File: config.mk
export PLATFORM = sky130hd
export DESIGN_NAME = uart_flow_control_irq
export DESIGN_NICKNAME = d
export VERILOG_FILES = /design/src/rtl/uart_fc_pkg.sv /design/src/rtl/uart_flow_control_irq.sv
export SDC_FILE = /design/constraint.sdc
export NUM_CORES = 1
export LEC_CHECK = 0
export ABC_CLOCK_PERIOD_IN_PS = 2900
export BUFFER_PORTS_ARGS = -buffer_cell sky130_fd_sc_hd__clkbuf_2
export CORE_MARGIN = 2
export CORE_UTILIZATION = 59
export DETAILED_ROUTE_END_ITERATION = 7
export PLACE_DENSITY = 0.84
export SYNTH_ARGS = -nofsm -noshare
export SYNTH_HDL_FRONTEND = slang
export SYNTH_SLANG_ARGS = --single-unit
export TNS_END_PERCENT = 10
File: constraint.sdc
create_clock -name clk -period 2.9 [get_ports clk]
set_input_delay 0.58 -clock clk [delete_from_list [all_inputs] [get_ports clk]]
set_output_delay 0.58 -clock clk [all_outputs]
set_load 0.1 [all_outputs]
File: src/rtl/uart_fc_pkg.sv
`default_nettype none
package uart_fc_pkg;

  // register byte offsets
  localparam logic [7:0] OFF_CONF     = 8'h00;
  localparam logic [7:0] OFF_CMD      = 8'h04;
  localparam logic [7:0] OFF_RX_THR   = 8'h08;
  localparam logic [7:0] OFF_TX_THR   = 8'h0c;
  localparam logic [7:0] OFF_XOFF_THR = 8'h10;
  localparam logic [7:0] OFF_CHARS    = 8'h14;
  localparam logic [7:0] OFF_TOUT     = 8'h18;
  localparam logic [7:0] OFF_STATUS   = 8'h1c;
  localparam logic [7:0] OFF_INT_RAW  = 8'h20;
  localparam logic [7:0] OFF_INT_ST   = 8'h24;
  localparam logic [7:0] OFF_INT_ENA  = 8'h28;
  localparam logic [7:0] OFF_INT_CLR  = 8'h2c;

  // configuration bit positions
  localparam int CONF_RX_FLOW_EN   = 0;
  localparam int CONF_SOFT_RTS     = 1;
  localparam int CONF_DTR          = 2;
  localparam int CONF_LOOPBACK     = 3;
  localparam int CONF_TX_FLOW_EN   = 4;
  localparam int CONF_SOFT_FLOW_EN = 5;
  localparam int CONF_RS485_EN     = 6;
  localparam int CONF_W            = 7;

  // command bit positions (write-only pulses)
  localparam int CMD_FORCE_OFF = 0;
  localparam int CMD_FORCE_ON  = 1;
  localparam int CMD_SEND_XOFF = 2;
  localparam int CMD_SEND_XON  = 3;

  // interrupt bit positions
  localparam int IRQ_ESCAPE      = 0;
  localparam int IRQ_COLLISION   = 1;
  localparam int IRQ_RS485_FRM   = 2;
  localparam int IRQ_RS485_PAR   = 3;
  localparam int IRQ_TX_DONE     = 4;
  localparam int IRQ_IDLE_GAP    = 5;
  localparam int IRQ_NULL_DONE   = 6;
  localparam int IRQ_START_BIT   = 7;
  localparam int IRQ_HALT_CHAR   = 8;
  localparam int IRQ_RESUME_CHAR = 9;
  localparam int IRQ_RX_TIMEOUT  = 10;
  localparam int IRQ_LINE_BREAK  = 11;
  localparam int IRQ_CTS_CHG     = 12;
  localparam int IRQ_DSR_CHG     = 13;
  localparam int IRQ_RX_OVF      = 14;
  localparam int IRQ_FRAME_ERR   = 15;
  localparam int IRQ_PARITY_ERR  = 16;
  localparam int IRQ_TX_LOW      = 17;
  localparam int IRQ_RX_HIGH     = 18;
  localparam int IRQ_N           = 19;

  // reset values
  localparam logic [CONF_W-1:0] CONF_RST     = 7'h00;
  localparam logic [9:0]        RX_THR_RST   = 10'h060;
  localparam logic [9:0]        TX_THR_RST   = 10'h010;
  localparam logic [7:0]        XOFF_THR_RST = 8'he0;
  localparam logic [31:0]       CHARS_RST    = 32'h032b_1311;
  localparam logic [15:0]       TOUT_RST     = 16'h0100;

endpackage : uart_fc_pkg
`default_nettype wire

File: src/rtl/uart_flow_control_irq.sv
// Notes on behaviour
// rts_out high asks the far end for data, low tells it to halt.
// receive flow disabled: rts_out follows the software request level bit.
// receive flow enabled: rts_out drops once rx level exceeds rx_full_threshold.
// any clear-to-send edge raises its irq; with tx flow enabled, low cts stops transmit after current frame.
// any set-ready edge raises its irq; present level readable in status.
// dtr_out high says the transmit side has finished preparing data.
// loopback routes tx data to rx, rts to cts, dtr to dsr.
// force-off halts transmission; force-on resumes it.
// soft flow on: send halt char once received bytes exceed xoff threshold.
// soft flow on: requested halt or resume char goes after current frame.
// escape irq when the configured escape character run is received.
// rs485 mode: separate collision, frame error and parity error irqs.
// tx done irq once every transmit fifo word has been shifted out.
// irqs for minimum idle gap reached and for trailing null chars done.
// start bit seen irq whenever the receiver detects a start bit.
// soft flow on: irqs on reception of halt or resume characters.
// rx timeout irq when a byte takes longer than the timeout threshold.
// line break irq when the line is low after the stop bit.
// rx overflow irq when data arrives with the rx fifo full.
// frame error and parity error irqs for bad received frames.
// tx low irq while tx fifo level is below the empty threshold.
// rx high irq while rx level exceeds the combined full threshold fields.
// raw flags stay set until cleared; enable bits gate them onto irq.
`default_nettype none
module uart_flow_control_irq
  import uart_fc_pkg::*;
#(
  parameter int LEVEL_W = 10
) (
  // clock and reset
  input  wire logic               clk,
  input  wire logic               nrst,
  // apb slave
  input  wire logic               psel,
  input  wire logic               penable,
  input  wire logic               pwrite,
  input  wire logic [7:0]         paddr,
  input  wire logic [31:0]        pwdata,
  output logic      [31:0]        prdata,
  output logic                    pready,
  output logic                    pslverr,
  // serial pins
  input  wire logic               rxd_in,
  input  wire logic               cts_in,
  input  wire logic               dsr_in,
  output logic                    txd_out,
  output logic                    rts_out,
  output logic                    dtr_out,
  // transmitter side
  input  wire logic               tx_serial,
  input  wire logic [LEVEL_W-1:0] tx_level,
  input  wire logic               tx_done_evt,
  input  wire logic               tx_idle_gap_evt,
  input  wire logic               tx_null_done_evt,
  input  wire logic               flow_char_taken,
  output logic                    tx_allow,
  output logic                    flow_char_req,
  output logic      [7:0]         flow_char,
  // receiver side
  output logic                    rx_serial,
  input  wire logic [LEVEL_W-1:0] rx_level,
  input  wire logic               rx_start_evt,
  input  wire logic               rx_byte_evt,
  input  wire logic [7:0]         rx_byte,
  input  wire logic               rx_frame_err_evt,
  input  wire logic               rx_parity_err_evt,
  input  wire logic               rx_break_evt,
  input  wire logic               rx_push_full_evt,
  input  wire logic               rs485_collision_evt,
  // interrupt
  output logic                    irq
);

  // registers
  logic [CONF_W-1:0] conf_reg;
  logic [9:0]        rx_thr_reg;
  logic [9:0]        tx_thr_reg;
  logic [7:0]        xoff_thr_reg;
  logic [31:0]       chars_reg;
  logic [15:0]       tout_reg;
  logic [IRQ_N-1:0]  raw_reg;
  logic [IRQ_N-1:0]  raw_next;
  logic [IRQ_N-1:0]  ena_reg;
  logic [IRQ_N-1:0]  evt;
  logic [2:0]        sync1_reg;
  logic [2:0]        sync2_reg;
  logic              cts_prev_reg;
  logic              dsr_prev_reg;
  logic              soft_halt_reg;
  logic              xoff_pend_reg;
  logic              xon_pend_reg;
  logic              xoff_sent_reg;
  logic [7:0]        rx_count_reg;
  logic [7:0]        esc_count_reg;
  logic [15:0]       tout_cnt_reg;

  // apb decode
  wire        wr_en       = psel & penable & pwrite;
  wire        rd_en       = psel & penable & ~pwrite;
  wire        hit_conf    = paddr == OFF_CONF;
  wire        hit_cmd     = paddr == OFF_CMD;
  wire        hit_rx_thr  = paddr == OFF_RX_THR;
  wire        hit_tx_thr  = paddr == OFF_TX_THR;
  wire        hit_xoffthr = paddr == OFF_XOFF_THR;
  wire        hit_chars   = paddr == OFF_CHARS;
  wire        hit_tout    = paddr == OFF_TOUT;
  wire        hit_status  = paddr == OFF_STATUS;
  wire        hit_raw     = paddr == OFF_INT_RAW;
  wire        hit_st      = paddr == OFF_INT_ST;
  wire        hit_ena     = paddr == OFF_INT_ENA;
  wire        hit_clr     = paddr == OFF_INT_CLR;
  wire        mapped      = hit_conf | hit_cmd | hit_rx_thr | hit_tx_thr | hit_xoffthr
                          | hit_chars | hit_tout | hit_status | hit_raw | hit_st
                          | hit_ena | hit_clr;
  wire        cmd_wr      = wr_en & hit_cmd;
  wire        clr_wr      = wr_en & hit_clr;

  // configuration fields
  wire        rx_flow_en     = conf_reg[CONF_RX_FLOW_EN];
  wire        soft_request_level = conf_reg[CONF_SOFT_RTS];
  wire        loopback       = conf_reg[CONF_LOOPBACK];
  wire        tx_flow_en     = conf_reg[CONF_TX_FLOW_EN];
  wire        soft_flow_enable = conf_reg[CONF_SOFT_FLOW_EN];
  wire        rs485_en       = conf_reg[CONF_RS485_EN];
  wire [6:0]  rx_full_threshold      = rx_thr_reg[6:0];
  wire [2:0]  rx_full_threshold_high = rx_thr_reg[9:7];
  wire [9:0]  rx_full_combined = {rx_full_threshold_high, rx_full_threshold};
  wire [7:0]  xon_char       = chars_reg[7:0];
  wire [7:0]  xoff_char      = chars_reg[15:8];
  wire [7:0]  esc_char       = chars_reg[23:16];
  wire [7:0]  esc_num        = chars_reg[31:24];

  // loopback selection on synchronised pins
  wire        cts_eff  = loopback ? rts_out : sync2_reg[0];
  wire        dsr_eff  = loopback ? dtr_out : sync2_reg[1];
  wire        rx_pin   = sync2_reg[2];
  wire        cts_edge = cts_eff ^ cts_prev_reg;
  wire        dsr_edge = dsr_eff ^ dsr_prev_reg;

  // level comparisons
  wire        rx_over_thr = 10'(rx_level) > {3'h0, rx_full_threshold};
  wire        rx_high     = 10'(rx_level) > rx_full_combined;
  wire        tx_low      = 10'(tx_level) < tx_thr_reg;
  wire        rts_next    = rx_flow_en ? ~rx_over_thr : soft_request_level;

  // received character classification
  wire        got_xon   = rx_byte_evt & soft_flow_enable & (rx_byte == xon_char);
  wire        got_xoff  = rx_byte_evt & soft_flow_enable & (rx_byte == xoff_char);
  wire        got_esc   = rx_byte_evt & (rx_byte == esc_char);
  wire        esc_done  = got_esc & (esc_count_reg + 8'h01 == esc_num);
  wire        rx_count_over = rx_count_reg > xoff_thr_reg;
  wire        auto_xoff = soft_flow_enable & rx_count_over & ~xoff_sent_reg;
  wire        tout_hit  = (rx_level != '0) & (tout_cnt_reg == tout_reg);
  wire        take_xoff = flow_char_taken & xoff_pend_reg;
  wire        take_xon  = flow_char_taken & ~xoff_pend_reg & xon_pend_reg;

  // event vector
  always_comb begin
    evt                  = '0;
    evt[IRQ_ESCAPE]      = esc_done;
    evt[IRQ_COLLISION]   = rs485_en & rs485_collision_evt;
    evt[IRQ_RS485_FRM]   = rs485_en & rx_frame_err_evt;
    evt[IRQ_RS485_PAR]   = rs485_en & rx_parity_err_evt;
    evt[IRQ_TX_DONE]     = tx_done_evt;
    evt[IRQ_IDLE_GAP]    = tx_idle_gap_evt;
    evt[IRQ_NULL_DONE]   = tx_null_done_evt;
    evt[IRQ_START_BIT]   = rx_start_evt;
    evt[IRQ_HALT_CHAR]   = got_xoff;
    evt[IRQ_RESUME_CHAR] = got_xon;
    evt[IRQ_RX_TIMEOUT]  = tout_hit;
    evt[IRQ_LINE_BREAK]  = rx_break_evt;
    evt[IRQ_CTS_CHG]     = cts_edge;
    evt[IRQ_DSR_CHG]     = dsr_edge;
    evt[IRQ_RX_OVF]      = rx_push_full_evt;
    evt[IRQ_FRAME_ERR]   = rx_frame_err_evt;
    evt[IRQ_PARITY_ERR]  = rx_parity_err_evt;
    evt[IRQ_TX_LOW]      = tx_low;
    evt[IRQ_RX_HIGH]     = rx_high;
  end

  // set wins over a clear in the same cycle
  always_comb begin
    raw_next = raw_reg;
    if (clr_wr) begin
      raw_next = raw_reg & ~pwdata[IRQ_N-1:0];
    end
    raw_next = raw_next | evt;
  end

  // pin synchronisers
  always_ff @(posedge clk or negedge nrst) begin
    if (!nrst) begin
      sync1_reg <= 3'h7;
      sync2_reg <= 3'h7;
    end else begin
      sync1_reg <= {rxd_in, dsr_in, cts_in};
      sync2_reg <= sync1_reg;
    end
  end

  // pin outputs and edge history
  always_ff @(posedge clk or negedge nrst) begin
    if (!nrst) begin
      cts_prev_reg <= 1'b1;
      dsr_prev_reg <= 1'b1;
      rts_out      <= 1'b0;
      dtr_out      <= 1'b0;
      txd_out      <= 1'b1;
      rx_serial    <= 1'b1;
    end else begin
      cts_prev_reg <= cts_eff;
      dsr_prev_reg <= dsr_eff;
      rts_out      <= rts_next;
      dtr_out      <= conf_reg[CONF_DTR];
      txd_out      <= loopback ? 1'b1 : tx_serial;
      rx_serial    <= loopback ? tx_serial : rx_pin;
    end
  end

  // configuration registers
  always_ff @(posedge clk or negedge nrst) begin
    if (!nrst) begin
      conf_reg     <= CONF_RST;
      rx_thr_reg   <= RX_THR_RST;
      tx_thr_reg   <= TX_THR_RST;
      xoff_thr_reg <= XOFF_THR_RST;
      chars_reg    <= CHARS_RST;
      tout_reg     <= TOUT_RST;
      ena_reg      <= '0;
    end else begin
      if (wr_en && hit_conf)    conf_reg     <= pwdata[CONF_W-1:0];
      if (wr_en && hit_rx_thr)  rx_thr_reg   <= pwdata[9:0];
      if (wr_en && hit_tx_thr)  tx_thr_reg   <= pwdata[9:0];
      if (wr_en && hit_xoffthr) xoff_thr_reg <= pwdata[7:0];
      if (wr_en && hit_chars)   chars_reg    <= pwdata;
      if (wr_en && hit_tout)    tout_reg     <= pwdata[15:0];
      if (wr_en && hit_ena)     ena_reg      <= pwdata[IRQ_N-1:0];
    end
  end

  // raw interrupt flags
  always_ff @(posedge clk or negedge nrst) begin
    if (!nrst) begin
      raw_reg <= '0;
    end else begin
      raw_reg <= raw_next;
    end
  end

  // forced halt state, on wins when both written together
  always_ff @(posedge clk or negedge nrst) begin
    if (!nrst) begin
      soft_halt_reg <= 1'b0;
    end else if (cmd_wr && pwdata[CMD_FORCE_ON]) begin
      soft_halt_reg <= 1'b0;
    end else if (cmd_wr && pwdata[CMD_FORCE_OFF]) begin
      soft_halt_reg <= 1'b1;
    end
  end

  // flow character requests; a new request beats a take in the same cycle
  always_ff @(posedge clk or negedge nrst) begin
    if (!nrst) begin
      xoff_pend_reg <= 1'b0;
      xon_pend_reg  <= 1'b0;
      xoff_sent_reg <= 1'b0;
    end else begin
      if ((cmd_wr && pwdata[CMD_SEND_XOFF] && soft_flow_enable) || auto_xoff) begin
        xoff_pend_reg <= 1'b1;
      end else if (take_xoff) begin
        xoff_pend_reg <= 1'b0;
      end
      if (cmd_wr && pwdata[CMD_SEND_XON] && soft_flow_enable) begin
        xon_pend_reg <= 1'b1;
      end else if (take_xon) begin
        xon_pend_reg <= 1'b0;
      end
      if (auto_xoff) begin
        xoff_sent_reg <= 1'b1;
      end else if (take_xon) begin
        xoff_sent_reg <= 1'b0;
      end
    end
  end

  // received byte count since the last resume char went out
  always_ff @(posedge clk or negedge nrst) begin
    if (!nrst) begin
      rx_count_reg <= '0;
    end else if (take_xon) begin
      rx_count_reg <= '0;
    end else if (rx_byte_evt && rx_count_reg != 8'hff) begin
      rx_count_reg <= rx_count_reg + 8'h01;
    end
  end

  // escape run counter
  always_ff @(posedge clk or negedge nrst) begin
    if (!nrst) begin
      esc_count_reg <= '0;
    end else if (rx_byte_evt) begin
      esc_count_reg <= (got_esc && !esc_done) ? esc_count_reg + 8'h01 : 8'h00;
    end
  end

  // idle counter while receive data waits
  always_ff @(posedge clk or negedge nrst) begin
    if (!nrst) begin
      tout_cnt_reg <= '0;
    end else if (rx_byte_evt || rx_start_evt || rx_level == '0) begin
      tout_cnt_reg <= '0;
    end else if (tout_cnt_reg != tout_reg) begin
      tout_cnt_reg <= tout_cnt_reg + 16'h0001;
    end
  end

  // transmitter steering, honoured at frame boundary
  assign tx_allow      = ~soft_halt_reg & ~(tx_flow_en & ~cts_eff);
  assign flow_char_req = xoff_pend_reg | xon_pend_reg;
  assign flow_char     = xoff_pend_reg ? xoff_char : xon_char;
  assign irq           = |(raw_reg & ena_reg);

  // apb read mux
  wire [31:0] status_word = {26'h0, xon_pend_reg, xoff_pend_reg, soft_halt_reg,
                             rts_out, dsr_eff, cts_eff};
  wire [31:0] rd_word =
      hit_conf    ? {25'h0, conf_reg}           :
      hit_rx_thr  ? {22'h0, rx_thr_reg}         :
      hit_tx_thr  ? {22'h0, tx_thr_reg}         :
      hit_xoffthr ? {24'h0, xoff_thr_reg}       :
      hit_chars   ? chars_reg                   :
      hit_tout    ? {16'h0, tout_reg}           :
      hit_status  ? status_word                 :
      hit_raw     ? {13'h0, raw_reg}            :
      hit_st      ? {13'h0, raw_reg & ena_reg}  :
      hit_ena     ? {13'h0, ena_reg}            : 32'h0;

  assign pready  = 1'b1;
  assign pslverr = psel & penable & ~mapped;

  always_ff @(posedge clk or negedge nrst) begin
    if (!nrst) begin
      prdata <= '0;
    end else if (psel && !penable && !pwrite) begin
      prdata <= rd_word;
    end
  end

endmodule : uart_flow_control_irq
`default_nettype wire

==> flow_metrics.env <==
export IMPL_final_common_cell="dfrtp_1"
export IMPL_async_flop_share_pct=100
export IMPL_cts_buffers=23
export IMPL_pin_count=137
export IMPL_final_nets=1273
export IMPL_core_region_area_sq_mm=0.0180
export IMPL_slew_headroom_pct=50.0
export IMPL_drt_wirelength_per_cell_microns=22.5
export IMPL_clock_sinks=201
export IMPL_clockBufferDepth=3
export IMPL_drt_initial_drc_count=706
export IMPL_drc=0
export IMPL_crit_type="flop to output pin"
export IMPL_fmax_mhz=363
export IMPL_seq_area_frac_synth_pct=47.0
export IMPL_antenna_found_initial=0
export IMPL_postCtsHoldBufs=0
export IMPL_root_buffer="clkbuf_16"
export IMPL_p_total_uw=6820
export IMPL_timing_rr_end="esc_count_reg[4]"
export IMPL_ff2ff_path_depth=7
export IMPL_slew_violations=0
export IMPL_grt_max_degree=73
export IMPL_synth_ff_type="dfrtp_1"
export IMPL_worstSetupStartpointType="flop"
export IMPL_grt_overflow=0
export IMPL_start_util_pct=60.0
export IMPL_r2r_start="esc_count_reg[0]"
export IMPL_setup_tns_ns=0
export IMPL_max_cap_violations=0
export IMPL_die_w_microns=139
export IMPL_syn_nets=1129
export IMPL_insertion_delay_ns=0.52
export IMPL_required_ns=2.32
export IMPL_rrSetupSlack_ns=0.47
export IMPL_status="complete, no violations"
export IMPL_hold_viol=0
export IMPL_dr_pass1_iters=5
export IMPL_syn_avg_cell_area_sq_um=10.7
export IMPL_power_leakage_uw=0.00583
export IMPL_period_share_pct=95.0
export IMPL_syn_inst=1011
export IMPL_vias=8764
export IMPL_die_h_microns=139
export IMPL_grt_pass1_vias=8838
export IMPL_peakVddDrop_mv=0.547
export IMPL_port_buffers=135
export IMPL_dieArea_sq_mm=0.0194
export IMPL_place_ws_ns=0.232
export IMPL_cts_tree="built"
export IMPL_syn_area_sq_mm=0.0108
export IMPL_syn2layout_area_growth_pct=16.3
export IMPL_gp_congestion=0.963
export IMPL_grt_pass1_wl_mm=49.1
export IMPL_rows=49
export IMPL_crit_path_start="raw_reg[14]"
export IMPL_path_clk_slew_ns=0.06
export IMPL_endpoint_kind="output pin"
export IMPL_utilization_pct=69.8
export IMPL_synth_enable_flop_cells=0
export IMPL_finalWorstSetupSlack_ns=0.145
export IMPL_worstPathMaxFanout=3
export IMPL_tightest_slew_ns=0.744
export IMPL_cts_setup_buffers=0
export IMPL_layout_common_cells="dfrtp_1, clkbuf_2, nand2_1"
export IMPL_worstHoldPathType="input pin to async pin"
export IMPL_routed_wl_mm=31.5
export IMPL_finalSetupViolations=0
export IMPL_clock_skew_ns=0.00950
export IMPL_rsz0062_at_grt="false"
export IMPL_cts_resized=0
export IMPL_yosys_warnings=0
export IMPL_min_period_ns=2.76
export IMPL_ant_nets=0
export IMPL_drive_above_1_share_pct=30.2
export IMPL_cp_arrival_ns=2.18
export IMPL_ys_ff_latch=201
export IMPL_antenna_cells=0
export IMPL_grt_util_all_layers_pct=32.3
export IMPL_dp_hpwl_mm=23.0
export IMPL_power_density_mw_per_mm2=544
export IMPL_cts_htree_levels=1
export IMPL_synth_cell_types=78
export IMPL_viasPerCell=6.26
-- Yosys cell counts, types with 4 or more instances --
master / number / share of area (%)
a211o_1: 4 / 0.32
a211oi_1: 9 / 0.63
a21o_1: 11 / 0.77
a21oi_1: 59 / 2.7
a22o_1: 18 / 1.5
a22oi_1: 12 / 0.84
a31oi_1: 4 / 0.23
and2_1: 4 / 0.23
and3_1: 12 / 0.70
buf_2: 13 / 0.60
buf_6: 4 / 0.42
clkbuf_1: 23 / 0.80
dfrtp_1: 173 / 40
dfstp_2: 28 / 6.8
ha_1: 30 / 3.5
inv_1: 50 / 1.7
mux2_1: 15 / 1.6
mux2_2: 88 / 9.2
mux2_4: 10 / 1.4
mux2i_1: 22 / 2.0
nand2_1: 93 / 3.2
nand2b_1: 8 / 0.46
nand3_1: 18 / 0.84
nand4_1: 22 / 1.3
nor2_1: 45 / 1.6
nor2b_1: 5 / 0.29
nor3_1: 13 / 0.60
nor4_1: 10 / 0.58
o21ai_0: 43 / 2.0
o21ai_1: 7 / 0.32
o22a_1: 4 / 0.32
o22ai_1: 18 / 1.0
o32ai_1: 4 / 0.32
or2_2: 4 / 0.23
xnor2_1: 37 / 3.0
xor2_1: 29 / 2.4
-- critical path, stage by stage, from the launching register on --
cell and delay [ns]:
dfrtp_1 0.41, nand2_1 0.17, nand4_1 0.15, nor4_1 0.34
nand4_1 0.19, clkbuf_2 0.41
-- per-layer routing --
| layer | wire length, microns | global-route usage, % |
|---|---|---|
| met1 | 13300 | 44.7 |
| met2 | 14500 | 50.9 |
| met3 | 2320 | 5.73 |
| met4 | 1410 | 13.2 |
| met5 | 0 | 0 |
-- worst max-delay path by stage --
stage          slack (ns)                  end  cells after the start
2_1_floorplan        0.14             tx_allow                      2
3_3_place_gp         0.32  rx_full_combined[1]                      6
3_5_place_dp         0.23  rx_full_combined[9]                      6
4_1_cts              0.13             tx_allow                      3
5_1_grt              0.04             tx_allow                      3
6_report             0.14                  irq                      5
-- cells by family (layout without fill, tap and decap cells) --
family | count (synthesis) | count (layout) | share of synthesized area, %
compound gates | 222 | 222 | 13.5
flops | 201 | 201 | 47.0
simple gates | 260 | 260 | 12.5
xor+xnor | 66 | 66 | 5.36
mux | 135 | 135 | 14.2
buf+inv | 96 | 256 | 3.88
other cells | 1 | 1 | 0.0348
fa+ha+maj | 30 | 30 | 3.48
-- power by group --
group	leakage, uW	switching (uW)	internal, uW
Sequential	0.00262	101	2910
Clock	0.000380	1180	1760
Combinational	0.00283	584	296
-- through the flow --
step	instance area, sq um	hold WS [ns]	std cells
6_report	12500	0.0877	1400
5_1_grt	12500	0.119	1400
4_1_cts	12500	0.0933	1400
3_5_place_dp	11800	0.347	1359
3_3_place_gp	11800	0.346	1359
2_1_floorplan	10800	0.284	1011
-- cell type report --
class	instances	area, sq um
Timing Repair Buffer	164	927
Tap cell	229	287
Clock buffer	32	659
Fill cell	1373	5430
Sequential cell	201	5060
Inverter	51	191
Multi-Input combinational cell	714	5310
Clock inverter	9	98.8
(Power assumes the default switching activity.)
